$ cat config.mk
export PLATFORM = sky130hd
export DESIGN_NAME = sram_host_ctrl
export DESIGN_NICKNAME = d
export VERILOG_FILES = /design/src/sram_host_pkg.sv /design/src/sram_host_ctrl.sv
export SDC_FILE = /design/constraint.sdc
export NUM_CORES = 1
export LEC_CHECK = 0
export ABC_AREA = 1
export BUFFER_PORTS_ARGS = -buffer_cell sky130_fd_sc_hd__buf_4
export CELL_PAD_IN_SITES_DETAIL_PLACEMENT = 0
export CELL_PAD_IN_SITES_GLOBAL_PLACEMENT = 1
export CORE_MARGIN = 1.5
export CORE_UTILIZATION = 39
export CTS_BUF_LIST = sky130_fd_sc_hd__clkbuf_16
export DETAILED_ROUTE_END_ITERATION = 16
export PLACE_DENSITY = 0.74
export SKIP_CTS_REPAIR_TIMING = 1
export SYNTH_ARGS = -nofsm -noshare
export SYNTH_HDL_FRONTEND = slang
export SYNTH_SLANG_ARGS = --single-unit
export TNS_END_PERCENT = 30
$ cat constraint.sdc
create_clock -name clk_sys -period 1.9 [get_ports clk_sys]
set_clock_uncertainty 0.2 [all_clocks]
set_input_delay 0.38 -clock clk_sys [delete_from_list [all_inputs] [get_ports clk_sys]]
set_output_delay 0.38 -clock clk_sys [all_outputs]
set_load 0.005 [all_outputs]
$ cat src/sram_host_pkg.sv
// constants and carriers for the static ram controller
package sram_host_pkg;
    localparam int ADDR_W      = 10;
    localparam int DATA_W      = 4;
    localparam int WORDS       = 1024;
    localparam int CLK_NS      = 100;
    // timing figures in ns, user choice
    localparam int WRITE_PULSE_WIDTH_NS     = 200;
    localparam int DATA_SETUP_BEFORE_END_NS = 200;
    localparam int WRITE_RECOVERY_HOLD_NS   = 100;
    localparam int READ_ACCESS_NS           = 200;
    // least times round up
    localparam int WRITE_PULSE_CYC = (WRITE_PULSE_WIDTH_NS + CLK_NS - 1) / CLK_NS;
    localparam int DATA_SETUP_CYC  = (DATA_SETUP_BEFORE_END_NS + CLK_NS - 1) / CLK_NS;
    localparam int RECOVERY_CYC    = (WRITE_RECOVERY_HOLD_NS + CLK_NS - 1) / CLK_NS;
    localparam int ACCESS_CYC      = (READ_ACCESS_NS + CLK_NS - 1) / CLK_NS;
    localparam int CNT_W           = 4;

    typedef enum logic [2:0] {
        IDLE,
        RD_ACCESS,
        WR_ADDR,
        WR_PULSE,
        WR_RECOVER,
        DONE
    } phase_e;

    typedef struct packed {
        logic              valid;
        logic              write;
        logic [ADDR_W-1:0] addr;
        logic [DATA_W-1:0] data;
    } req_s;

    typedef struct packed {
        logic [ADDR_W-1:0] addr;
        logic              chipSelectLow;
        logic              writeStrobeLow;
        logic [DATA_W-1:0] dataOut;
        logic              dataOe;
    } pins_s;

    typedef struct packed {
        phase_e            phase;
        logic [CNT_W-1:0]  count;
        req_s              req;
        pins_s             pins;
        logic              ready;
        logic              done;
        logic [DATA_W-1:0] rdata;
        logic [DATA_W-1:0] sync1;
        logic [DATA_W-1:0] sync2;
    } state_s;
endpackage : sram_host_pkg

$ cat src/sram_host_ctrl.sv
// host controller driving an asynchronous 1k x 4 static ram
// What this block does
// - release data pins during reads
// - write strobe high for whole read
// - pulse width between later fall, earlier rise
// - address stable through window plus recovery
// - open window only after valid address
// - data stable for setup before end
`timescale 1ns/1ps
module sram_host_ctrl (
    input  wire logic                                clk_sys,
    input  wire logic                                nrst,
    input  wire logic                                reqValid,
    input  wire logic                                reqWrite,
    input  wire logic [sram_host_pkg::ADDR_W-1:0]    reqAddr,
    input  wire logic [sram_host_pkg::DATA_W-1:0]    reqData,
    output logic                                     reqReady,
    output logic                                     rspDone,
    output logic      [sram_host_pkg::DATA_W-1:0]    rspData,
    output logic      [sram_host_pkg::ADDR_W-1:0]    memAddr,
    output logic                                     chipSelectLow,
    output logic                                     writeStrobeLow,
    output logic      [sram_host_pkg::DATA_W-1:0]    memDataOut,
    output logic                                     memDataOe,
    input  wire logic [sram_host_pkg::DATA_W-1:0]    memDataIn
);
    sram_host_pkg::state_s stateReg;
    sram_host_pkg::state_s stateNext;

    // counter load for n cycles
    function automatic logic [sram_host_pkg::CNT_W-1:0] cyc(input int n);
        cyc = sram_host_pkg::CNT_W'(n - 1);
    endfunction : cyc

    // larger of two cycle counts
    function automatic int longer(input int a, input int b);
        longer = (a > b) ? a : b;
    endfunction : longer

    // wait counter has run out
    function automatic logic expired(input logic [sram_host_pkg::CNT_W-1:0] count);
        expired = (count == '0);
    endfunction : expired

    // wait counter, stops at zero
    function automatic logic [sram_host_pkg::CNT_W-1:0] count_down(
        input logic [sram_host_pkg::CNT_W-1:0] count
    );
        if (count != '0) begin
            count_down = count - 1'b1;
        end else begin
            count_down = '0;
        end
    endfunction : count_down

    // request accepted at this edge
    function automatic logic taken(input logic valid, input logic ready, input logic busy);
        taken = valid && ready && !busy;
    endfunction : taken

    // read: selected, strobe high, bus released
    function automatic sram_host_pkg::pins_s pins_read(
        input sram_host_pkg::pins_s             pins,
        input logic [sram_host_pkg::ADDR_W-1:0] addr
    );
        pins_read                = pins;
        pins_read.addr           = addr;
        pins_read.chipSelectLow  = 1'b0;
        pins_read.writeStrobeLow = 1'b1;
        pins_read.dataOe         = 1'b0;
    endfunction : pins_read

    // write window open, data driven
    function automatic sram_host_pkg::pins_s pins_window(
        input sram_host_pkg::pins_s             pins,
        input logic [sram_host_pkg::DATA_W-1:0] data
    );
        pins_window                = pins;
        pins_window.dataOut        = data;
        pins_window.dataOe         = 1'b1;
        pins_window.chipSelectLow  = 1'b0;
        pins_window.writeStrobeLow = 1'b0;
    endfunction : pins_window

    // both selects back high
    function automatic sram_host_pkg::pins_s pins_close(input sram_host_pkg::pins_s pins);
        pins_close                = pins;
        pins_close.chipSelectLow  = 1'b1;
        pins_close.writeStrobeLow = 1'b1;
    endfunction : pins_close

    // data pins released
    function automatic sram_host_pkg::pins_s pins_release(input sram_host_pkg::pins_s pins);
        pins_release        = pins;
        pins_release.dataOe = 1'b0;
    endfunction : pins_release

    // next state, one pass per edge
    always_comb begin
        stateNext       = stateReg;
        stateNext.done  = 1'b0;
        // two-stage sync of data pins
        stateNext.sync1 = memDataIn;
        stateNext.sync2 = stateReg.sync1;
        stateNext.count = count_down(stateReg.count);
        case (stateReg.phase)
            sram_host_pkg::IDLE: begin
                stateNext.ready = 1'b1;
                if (taken(reqValid, stateReg.ready, stateReg.req.valid)) begin
                    stateNext.ready     = 1'b0;
                    stateNext.req.valid = 1'b1;
                    stateNext.req.write = reqWrite;
                    stateNext.req.addr  = reqAddr;
                    stateNext.req.data  = reqData;
                    if (reqWrite) begin
                        stateNext.pins.addr = reqAddr;
                        stateNext.phase     = sram_host_pkg::WR_ADDR;
                    end else begin
                        stateNext.pins  = pins_read(stateReg.pins, reqAddr);
                        // access, two sync stages, capture
                        stateNext.count = cyc(sram_host_pkg::ACCESS_CYC + 3);
                        stateNext.phase = sram_host_pkg::RD_ACCESS;
                    end
                end
            end

            sram_host_pkg::RD_ACCESS: begin
                if (expired(stateReg.count)) begin
                    stateNext.rdata = stateReg.sync2;
                    stateNext.done  = 1'b1;
                    stateNext.pins  = pins_close(stateReg.pins);
                    stateNext.phase = sram_host_pkg::DONE;
                end
            end

            sram_host_pkg::WR_ADDR: begin
                stateNext.pins  = pins_window(stateReg.pins, stateReg.req.data);
                stateNext.count = cyc(longer(sram_host_pkg::WRITE_PULSE_CYC,
                                             sram_host_pkg::DATA_SETUP_CYC));
                stateNext.phase = sram_host_pkg::WR_PULSE;
            end

            sram_host_pkg::WR_PULSE: begin
                if (expired(stateReg.count)) begin
                    stateNext.pins  = pins_close(stateReg.pins);
                    stateNext.count = cyc(sram_host_pkg::RECOVERY_CYC);
                    stateNext.phase = sram_host_pkg::WR_RECOVER;
                end
            end

            sram_host_pkg::WR_RECOVER: begin
                if (expired(stateReg.count)) begin
                    stateNext.pins  = pins_release(stateReg.pins);
                    stateNext.done  = 1'b1;
                    stateNext.phase = sram_host_pkg::DONE;
                end
            end

            sram_host_pkg::DONE: begin
                stateNext.req.valid = 1'b0;
                stateNext.ready     = 1'b1;
                stateNext.phase     = sram_host_pkg::IDLE;
            end

            default: begin
                stateNext.pins  = pins_close(pins_release(stateReg.pins));
                stateNext.phase = sram_host_pkg::IDLE;
            end
        endcase
    end

    // state register
    always_ff @(posedge clk_sys or negedge nrst) begin
        if (!nrst) begin
            // all pins idle, selects high
            stateReg.phase               <= sram_host_pkg::IDLE;
            stateReg.count               <= '0;
            stateReg.req                 <= '0;
            stateReg.pins.addr           <= '0;
            stateReg.pins.chipSelectLow  <= 1'b1;
            stateReg.pins.writeStrobeLow <= 1'b1;
            stateReg.pins.dataOut        <= '0;
            stateReg.pins.dataOe         <= 1'b0;
            stateReg.ready               <= 1'b0;
            stateReg.done                <= 1'b0;
            stateReg.rdata               <= '0;
            stateReg.sync1               <= '0;
            stateReg.sync2               <= '0;
        end else begin
            stateReg <= stateNext;
        end
    end

    assign reqReady       = stateReg.ready;
    assign rspDone        = stateReg.done;
    assign rspData        = stateReg.rdata;
    assign memAddr        = stateReg.pins.addr;
    assign chipSelectLow  = stateReg.pins.chipSelectLow;
    assign writeStrobeLow = stateReg.pins.writeStrobeLow;
    assign memDataOut     = stateReg.pins.dataOut;
    assign memDataOe      = stateReg.pins.dataOe;
endmodule : sram_host_ctrl

==> metrics.yaml, run 1 <==
run_status:
  outcome: "finished, final reports clean"
floorplanning:
  num_io_pins: 45
  die_area_mm2: 0.005388
  die_w_um: 73.41
  rows: 25
  coreArea_mm2: 0.004755
  start_util: 0.4066
  die_y_um: 73.41
worst_setup_path:
  r2r_start: "stateReg[47]"
  reg2regPathDepth: 7
  r2r_end: "rspData[1]"
  arrival_ns: 1.56
  r2r_slack_ns: 0.30
  startpoint_type: "flop"
  worstSetupPathType: "flop to flop"
  cp_max_fo: 8
  cp-end-kind: "flop"
  cp.required_ns: 1.86
clock_network:
  htree_levels: 2
  cts_tree: "yes"
  path_clk_slew_ns: 0.06
  clock_sinks: 43
  cts_buffer_depth: 2
  clockRootBuffer: "clkbuf_16"
  clk_latency_ns: 0.28
  cts_made_buffers: 5
cells_and_area:
  nNetsFinal: 267
  syn2layout_area_growth_pct: 21.29
  multi_input_area_um2: 606.8
  ff_latch_area_mm2: 0.001079
  diodes: 0
  drive_gt1_frac: 0.2746
  fill_cells: 505
hold_path:
  whs_path_depth: 1
  hold_path_end: "stateNext[3]"
  hold_start: "memDataIn[3]"
  min_path_type: "input pin to flop"
routing:
  drt-met1-wl_um: 1556
  drt_iter0_markers: 48
  route.antenna.remaining_nets: 0
  wl_met3_um: 155
  drcViolationCount: 0
  routed_wl_um: 3400
  first_pass_iters: 4
  viasPerCell: 4.395
  wl_per_cell_um: 10.93
  vias: 1367
  wl_met2_um: 1624
  highest_layer: "met4"
grt:
  overflow: 0
  grt_max_degree: 44
  antenna_found_initial: 0
  grt_use_total: 0.1402
  grt_pass1_vias: 1287
  grt_first_pass_wirelength_um: 5720
sta:
  hold_slack_ns: 0.006824
  worstMarginPinSlew_ns: 0.5377
  rsz0062_at_grt: "no"
  period_share: 0.8437
  setup_tns_ns: 0
  relSlewSlack: 0.6415
  slew_viol_final: 0
  fin_crit_ns: 1.603
  clock.fmax_mhz: 623.8
  finalHoldViolCount: 0
  setup_viol: 0
synth:
  synthCells: 212
  synth-seq-cells: 43
  synth_nets: 236
  avgSynthCellArea_um2: 9.118
  netlist_area_mm2: 0.001933
  ys_types: 25
  ys_seq_area_frac: 0.5579
  yosysWarnings: 0
place:
  routabilityCongestion: 0.7985
  dp_hpwl_um: 2419
  io_buffers: 44
run:
  maxCapViolCount: 0
power_and_ir_drop:
  p_per_area_mw_per_mm2: 762.4
  leakage_nw: 1.283
  peakVddDrop_uv: 380.8
cells by family after synthesis:
group,Yosys count,share of synthesized area
and+or+nand+nor,98,0.2291
AOI/OAI and AO/OA,24,0.06732
xor gates and xnor gates,1,0.004532
buffers and inverters,44,0.1282
DFF,43,0.5579
adders and majority gates,2,0.01294
metal layers:
metal	track usage	up-vias
met3	0.04390	6
met2	0.2333	30
met1	0.1686	624
li1	-	707
met5	0	-
met4	0.05761	0
Yosys cell counts (all sizes together):
cell type  number  area, um^2
dfstp           2       52.55
nor3            1       5.000
or2             1       6.260
nand2          58       222.7
inv            21       78.83
nand3          21       127.6
buf            23       168.9
a21boi          1       7.510
xor2            1       8.760
o21ai          15       75.07
dfrtp          41        1026
a211o           1       8.760
ha              2       25.02
nor2           17       81.33
a21oi           7       38.79
state kept, by name (all words and copies together), names as in the netlist:
signal,flops
rspData,4
memAddr,10
stateReg,16
writeStrobeLow,1
stateNext,4
rspDone,1
reqReady,1
memDataOe,1
memDataOut,4
chipSelectLow,1
cells in the final DEF, fill, tap and decap left out, drive strengths merged:
master,n
clkinvlp,1
ha,2
dfstp,2
nor3,1
nand2,58
xor2,1
a211o,1
clkbuf,5
clkinv,1
dlygate4sd3,1
buf,46
a21boi,1
inv,22
dfrtp,41
nor2,17
nand3,21
o21ai,15
or2,1
a21oi,7
power breakdown:
group / internal, mW / switching [mW] / total, mW
registers: 0.925 / 0.00218 / 0.927
logic: 0.0293 / 0.0255 / 0.0548
clock network: 0.479 / 0.327 / 0.806
final cells by class:
class	count	area share
Inverter	21	0.03362
Tap cell	67	0.03575
Clock inverter	3	0.006937
Multi-Input combinational cell	125	0.2588
Timing Repair Buffer	47	0.1515
Sequential cell	43	0.4600
Clock buffer	5	0.05336
critical path, cell delays in order (launching register included):
cell and delay (ns):
dfrtp_1 0.40, inv_1 0.09, ha_1 0.21, nand3_4 0.13, inv_1 0.14, nand3_2 0.16
nand2_1 0.09, o21ai_0 0.08
metrics by stage:
step / power [mW] / setup slack, ns / instances / area (um^2) / utilization
floorplan: 0.9459 / 0.4667 / 212 / 1933 / -
global placement: 0.9976 / 0.3081 / 302 / 2193 / 0.4613
detailed placement: 0.9990 / 0.2851 / 302 / 2193 / 0.4613
CTS: 1.809 / 0.2815 / 310 / 2335 / 0.4911
global route: 1.853 / 0.1091 / 311 / 2345 / 0.4932
finish: 1.788 / 0.2969 / 311 / 2345 / 0.4932
how the worst max path moves through the flow:
stage / startpoint / end / slack [ns]
after global placement: stateReg[47] / rspData[3] / 0.31
final: stateReg[47] / rspData[1] / 0.30
after detailed placement: stateReg[47] / rspData[1] / 0.29
after CTS: stateReg[47] / rspData[1] / 0.28
after floorplan: stateReg[47] / stateReg[48] / 0.47
after global routing: stateReg[47] / rspData[0] / 0.11
No activity file was read; power rests on OpenSTA's default activity.
==> run 2, diff against run 1 <==
ABC_AREA = 0   (was 1)
CORE_UTILIZATION = 41   (was 39)
clock period = 1.6 ns   (was 1.9 ns; I/O delays follow)
==> run 2 against run 1 <==
Against the previous run:
- the flow now finishes with violations (setup timing)
- area after synthesis shrank 3.5%
- global-route usage grew 1.4 points
- worst setup slack lost 0.56 ns
- critical path depth shrank 4
- sequential share of layout area shrank 3.2 points
- final cell count shrank 19%
- routed wire length grew 11%
- non-clock buffer count grew 21
- synthesized cell count shrank 32%
- via count shrank 10%
- register-to-register slack lost 0.56 ns
- worst hold slack gained 0.064 ns
- critical path type unchanged
- largest power group is now combinational logic
- highest routed layer unchanged
==> metrics.yaml, run 2 <==
cells_and_area:
  final_cells: 251  # -19%
  finish.utilization: 0.5782  # +0.08500
  syn2layout_area_growth_pct: 34.94
  mostFrequentLayoutCell: "buf_4"
  diodes: 0  # unchanged
  most-common-layout-cells: "buf_4, dfrtp_1, mux2_2"
  multi_input_area_um2: 679.4  # +12%
  ff_latch_area_mm2: 0.001079  # unchanged
  nNetsFinal: 222  # -17%
  drive_gt1_frac: 0.5528  # +0.2782
  design_area_mm2: 0.002517  # +7.4%
  largest_register_ffs: 16  # unchanged
  largest_register: "stateReg"
  fill_cells: 367  # -27%
synth:
  ys.flop_type: "dfrtp_1"
  netlist_area_mm2: 0.001866  # -3.5%
  synth-seq-cells: 43  # unchanged
  yosysWarnings: 0  # unchanged
  avgSynthCellArea_um2: 12.87  # +41%
  yosysTopAreaCell: "dfrtp_1"
  ys_types: 35  # +40%
  netlist.area_leader.share: 0.5500  # +0.01922
  ys_seq_area_frac: 0.5781  # +0.02021
  synth.most_common_cell: "dfrtp_1"
  synthCells: 145  # -32%
  async_flop_share: 1.000  # unchanged
  synth_nets: 169  # -28%
  synth.top_cells.by_count: "dfrtp_1, buf_4, mux2_2"
  synth_area_leaders: "dfrtp_1, mux2_2, buf_4"
  synth_edf_count: 0  # unchanged
worst_setup_path:
  crit_family: "simple AND/OR/NAND/NOR gates"
  slowest_delay_ns: 0.56  # +0.16 ns
  slowest_stage: "or4_4"
  setup.worst_path.end: "memAddr[5]"
  startpoint_type: "flop"
  cp-end-kind: "flop"
  r2r_start: "stateReg[51]"
  cp.depth: 3  # -4
  crit_chain: "or2_4, or4_4, mux2_4"
  reg2regPathDepth: 3  # -4
  startpoint: "stateReg[51]"
  cp_max_fo: 5  # -3
  worst-path-buf-inv: 0  # -2
  cp.required_ns: 1.56  # -0.30 ns
  worstSetupPathType: "flop to flop"
  r2r_slack_ns: -0.26  # -0.56 ns
  r2r_end: "memAddr[5]"
  arrival_ns: 1.82  # +0.26 ns
clock_network:
  clockRootBuffer: "clkbuf_16"
  clk_latency_ns: 0.28  # about the same
  cts_buffer_depth: 2  # unchanged
  path_clk_slew_ns: 0.06  # about the same
  clock_sinks: 43  # unchanged
  htree_levels: 2  # unchanged
  cts_made_buffers: 5  # unchanged
  cts_tree: "yes"
sta:
  slew_viol_final: 0  # unchanged
  period_share: 1.163  # +0.3190
  setup_tns_ns: -3.757  # -3.757 ns
  rsz0062_at_grt: "yes"
  finalHoldViolCount: 0  # unchanged
  worstMarginPinSlew_ns: 0.5395  # +0.001743 ns
  timing.final.ws_setup_ns: -0.2604  # -0.5573 ns
  setup_viol: 24  # +24
  hold_slack_ns: 0.07103  # +0.06420 ns
  relSlewSlack: 0.6403  # -0.001162
  fin_crit_ns: 1.860  # +0.2573 ns
  clock.fmax_mhz: 537.5  # -14%
grt:
  grt_use_total: 0.1543  # +0.01412
  grt_first_pass_wirelength_um: 5989  # +4.7%
  antenna_found_initial: 0  # unchanged
  grt_max_degree: 44  # unchanged
  overflow: 0  # unchanged
  grt_pass1_vias: 1303  # +1.2%
routing:
  wl_per_cell_um: 14.97  # +37%
  route.antenna.remaining_nets: 0  # unchanged
  first_pass_iters: 4  # unchanged
  routed_wl_um: 3758  # +11%
  viasPerCell: 4.880  # +11%
  drt_iter0_markers: 61  # +27%
  drcViolationCount: 0  # unchanged
  vias: 1225  # -10%
place:
  dp_hpwl_um: 2536  # +4.8%
  routabilityCongestion: 0.8403  # +5.2%
  io_buffers: 44  # unchanged
  place_ws_ns: -0.2658  # -0.5509 ns
  placed_cell_area_mm2: 0.002216  # +1.0%
  dp_cells: 234  # -23%
power_and_ir_drop:
  peakVddDrop_uv: 935.2  # +150%
  leakage_nw: 1.222  # -4.7%
  finalPower_mw: 4.680  # +160%
  p_per_area_mw_per_mm2: 1859  # +140%
floorplanning:
  rows: 24  # -4.0%
  die_area_mm2: 0.004964  # -7.9%
  coreArea_mm2: 0.004354  # -8.4%
  start_util: 0.4284  # +0.02187
  die_y_um: 70.46  # -4.0%
  die_w_um: 70.46  # -4.0%
  num_io_pins: 45  # unchanged
run_status:
  violations: "setup timing"
  outcome: "complete, but fails checks"
run:
  maxCapViolCount: 0  # unchanged
hold_path:
  min_path_type: "input pin to flop"
run 2: where the power goes:
part           total (mW)  leakage (nW)  internal, mW  switching, mW
registers            1.77         0.518          1.52          0.257
logic                1.96         0.632          1.18          0.780
clock network       0.951        0.0726         0.569          0.382
run 2: final cells by class:
| type | instances | area share |
|---|---|---|
| Sequential cell | 43 | 0.4284 |
| Multi-Input combinational cell | 74 | 0.2699 |
| Timing Repair Buffer | 68 | 0.2107 |
| Clock buffer | 5 | 0.04970 |
| Tap cell | 52 | 0.02584 |
| Inverter | 6 | 0.008946 |
| Clock inverter | 3 | 0.006461 |
run 2: worst min-delay path by stage:
stage / startpoint / endpoint / slack [ns] / cells past startpoint
finish: reqAddr[6] / memAddr[6] / 0.07 / 2
global route: reqAddr[8] / memAddr[8] / 0.07 / 2
CTS: nrst / stateReg[47] / -0.15 / 1
detailed placement: nrst / stateReg[47] / 0.14 / 1
global placement: nrst / rspDone / 0.13 / 1
floorplan: nrst / memAddr[0] / -0.18 / 0
run 2: layer usage:
| layer | GRT usage | vias to the layer above | share of wire |
|---|---|---|---|
| li1 | - | 587 | - |
| met3 | 0.04906 | 2 | 0.045 |
| met4 | 0.04915 | 0 | 0.0045 |
| met1 | 0.1857 | 598 | 0.44 |
| met5 | 0 | - | 0 |
| met2 | 0.2621 | 38 | 0.51 |
run 2: kinds of logic after synthesis:
kind of cell | after synthesis | synth area share
compound gates | 17 | 0.06171
buf+inv | 30 | 0.1046
simple gates | 28 | 0.08049
mux | 23 | 0.1522
xor+xnor | 2 | 0.009391
fa+ha+maj | 2 | 0.01341
flops | 43 | 0.5781
run 2: worst register-to-register path: cells and delay by family, from the launching register on:
kind,cells,cell delay [ns]
DFF,1,0.39
and+or+nand+nor,2,0.82
muxes,1,0.33
==> run 3, diff against run 2 <==
BUFFER_PORTS_ARGS = unset   (was -buffer_cell sky130_fd_sc_hd__buf_4)
CORE_MARGIN = 4   (was 1.5)
CORE_UTILIZATION = 49   (was 41)
DONT_BUFFER_PORTS = 1   (was unset)
==> run 3 against run 2 <==
Against the previous run:
- the run still ends with setup timing left
- register-to-register slack got worse by 0.03 ns
- critical path depth stayed put
- die area down 2.1%
- via count fell by 4.7%
- largest power group is now sequential cells
- highest routed layer unchanged
==> metrics.yaml, run 3 (synthesis gave the netlist of run 2 again) <==
sta:
  worstMarginPinSlew_ns: 0.2692  # -0.2703 ns
  relSlewSlack: 0.8180  # +0.1777
  finalHoldViolCount: 0  # unchanged
  rsz0062_at_grt: "yes"
  clock.fmax_mhz: 528.2  # -1.7%
  period_share: 1.183  # +0.02045
  slew_viol_final: 0  # unchanged
  timing.final.ws_setup_ns: -0.2931  # -0.03273 ns
  fin_crit_ns: 1.893  # +0.03273 ns
  setup_viol: 28  # +17%
  setup_tns_ns: -3.944  # -0.1870 ns
  hold_slack_ns: 0.001841  # -0.06919 ns
routing:
  first_pass_iters: 4  # unchanged
  routed_wl_um: 3776  # +0.48%
  drt_iter0_markers: 53  # -13%
  route.antenna.remaining_nets: 0  # unchanged
  viasPerCell: 5.309  # +8.8%
  wl_per_cell_um: 17.16  # +15%
  drcViolationCount: 0  # unchanged
  vias: 1168  # -4.7%
power_and_ir_drop:
  peakVddDrop_uv: 1203  # +29%
  comb_power_share: 0.357  # -0.061
  leakage_nw: 1.121  # -8.3%
  seqPwrFrac: 0.404  # +0.025
  p_per_area_mw_per_mm2: 1892  # +1.8%
  p_int_mw: 3.175  # -2.6%
  power_frac_clock: 0.239  # +0.036
  p_sw_mw: 1.373  # -3.3%
  p_sw_frac: 0.3018  # -0.001376
  finalPower_mw: 4.548  # -2.8%
worst_setup_path:
  worstSetupPathType: "flop to flop"
  crit_chain: "or2_4, or4_4, mux2_4"
  startpoint: "stateReg[51]"
  cp-end-kind: "flop"
  r2r_end: "stateReg[33]"
  startpoint_type: "flop"
  cp.required_ns: 1.56  # about the same
  slowest_stage: "or4_4"
  reg2regPathDepth: 3  # unchanged
  setup.worst_path.end: "stateReg[33]"
  cp_max_fo: 5  # unchanged
  arrival_ns: 1.85  # +0.03 ns
  r2r_start: "stateReg[51]"
  slowest_delay_ns: 0.57  # about the same
  r2r_slack_ns: -0.29  # -0.03 ns
grt:
  grt_max_degree: 44  # unchanged
  grt_use_total: 0.1408  # -0.01356
  overflow: 0  # unchanged
  grt_pass1_vias: 1090  # -16%
  antenna_found_initial: 0  # unchanged
  grt_first_pass_wirelength_um: 5278  # -12%
cells_and_area:
  diodes: 0  # unchanged
  largest_register: "stateReg"
  nNetsFinal: 196  # -12%
  largest_register_ffs: 16  # unchanged
  syn2layout_area_growth_pct: 28.84
  mostFrequentLayoutCell: "dfrtp_1"
  drive_gt1_frac: 0.3953  # -0.1574
  fill_cells: 279  # -24%
  most-common-layout-cells: "dfrtp_1, dlygate4sd3_1, buf_4"
clock_network:
  path_clk_slew_ns: 0.06  # about the same
  htree_levels: 2  # unchanged
  clockRootBuffer: "clkbuf_16"
  cts_tree: "yes"
  cts_buffer_depth: 2  # unchanged
  clk_latency_ns: 0.28  # about the same
  cts_made_buffers: 5  # unchanged
  clock_sinks: 43  # unchanged
floorplanning:
  num_io_pins: 45  # unchanged
  die_area_mm2: 0.004858  # -2.1%
  start_util: 0.5096  # +0.08112
  die_y_um: 69.70  # -1.1%
  rows: 22  # -8.3%
  die_w_um: 69.70  # -1.1%
  coreArea_mm2: 0.003661  # -16%
run_status:
  outcome: "complete, but fails checks"
  violations: "setup timing"
place:
  place_ws_ns: -0.2901  # -0.02431 ns
  io_buffers: 0  # -100%
  routabilityCongestion: 0.8323  # -0.95%
  dp_hpwl_um: 2224  # -12%
run:
  maxCapViolCount: 0  # unchanged
hold_path:
  min_path_type: "input pin to flop"
[run 3: power groups by stage]
stage,registers (mW),clock network [mW],logic [mW]
after detailed placement,1.82,0,1.24
after global placement,1.81,0,1.19
after global routing,1.89,1.16,1.77
after CTS,1.81,1.12,1.24
final,1.84,1.09,1.62
after floorplan,1.71,0,1.23
[run 3: how the worst min path moves through the flow]
| stage | start | endpoint | slack (ns) | depth (start not counted) |
|---|---|---|---|---|
| 6_report | reqWrite | memDataOe | 0.002 | 1 |
| 4_1_cts | nrst | stateNext[2] | -0.47 | 0 |
| 3_3_place_gp | nrst | rspData[0] | -0.17 | 0 |
| 5_1_grt | reqWrite | memDataOe | 0.007 | 1 |
| 3_5_place_dp | nrst | stateReg[0] | -0.17 | 0 |
| 2_1_floorplan | nrst | memAddr[0] | -0.18 | 0 |
[run 3: final cells by class]
type | count | area (um^2) | share of cell area
Multi-Input combinational cell | 74 | 686.9 | 0.2858
Clock inverter | 2 | 33.78 | 0.01406
Inverter | 6 | 22.52 | 0.009370
Tap cell | 48 | 60.06 | 0.02499
Timing Repair Buffer | 42 | 396.6 | 0.1650
Sequential cell | 43 | 1079 | 0.4487
Clock buffer | 5 | 125.1 | 0.05206
[run 3: metrics by stage]
step | area (um^2) | utilization | cells
after detailed placement | 1866 | 0.5096 | 184
after CTS | 2024 | 0.5530 | 191
after global routing | 2404 | 0.6565 | 220
final | 2404 | 0.6565 | 220
after floorplan | 1879 | - | 145
after global placement | 1866 | 0.5096 | 184
[run 3: per-layer routing]
metal	global-route usage	wire length (um)	share of wire	up-vias
met2	0.2108	1886	0.50	36
met3	0.06812	257	0.068	5
met5	0	0	0	-
met1	0.1715	1569	0.42	589
met4	0.06383	62	0.016	0
li1	-	-	-	538
[run 3: critical path, delay by kind of cell, from the launching register on]
kind	cells	cell delay, ns
multiplexers	1	0.33
AND/OR/NAND/NOR	2	0.85
flip-flops	1	0.40
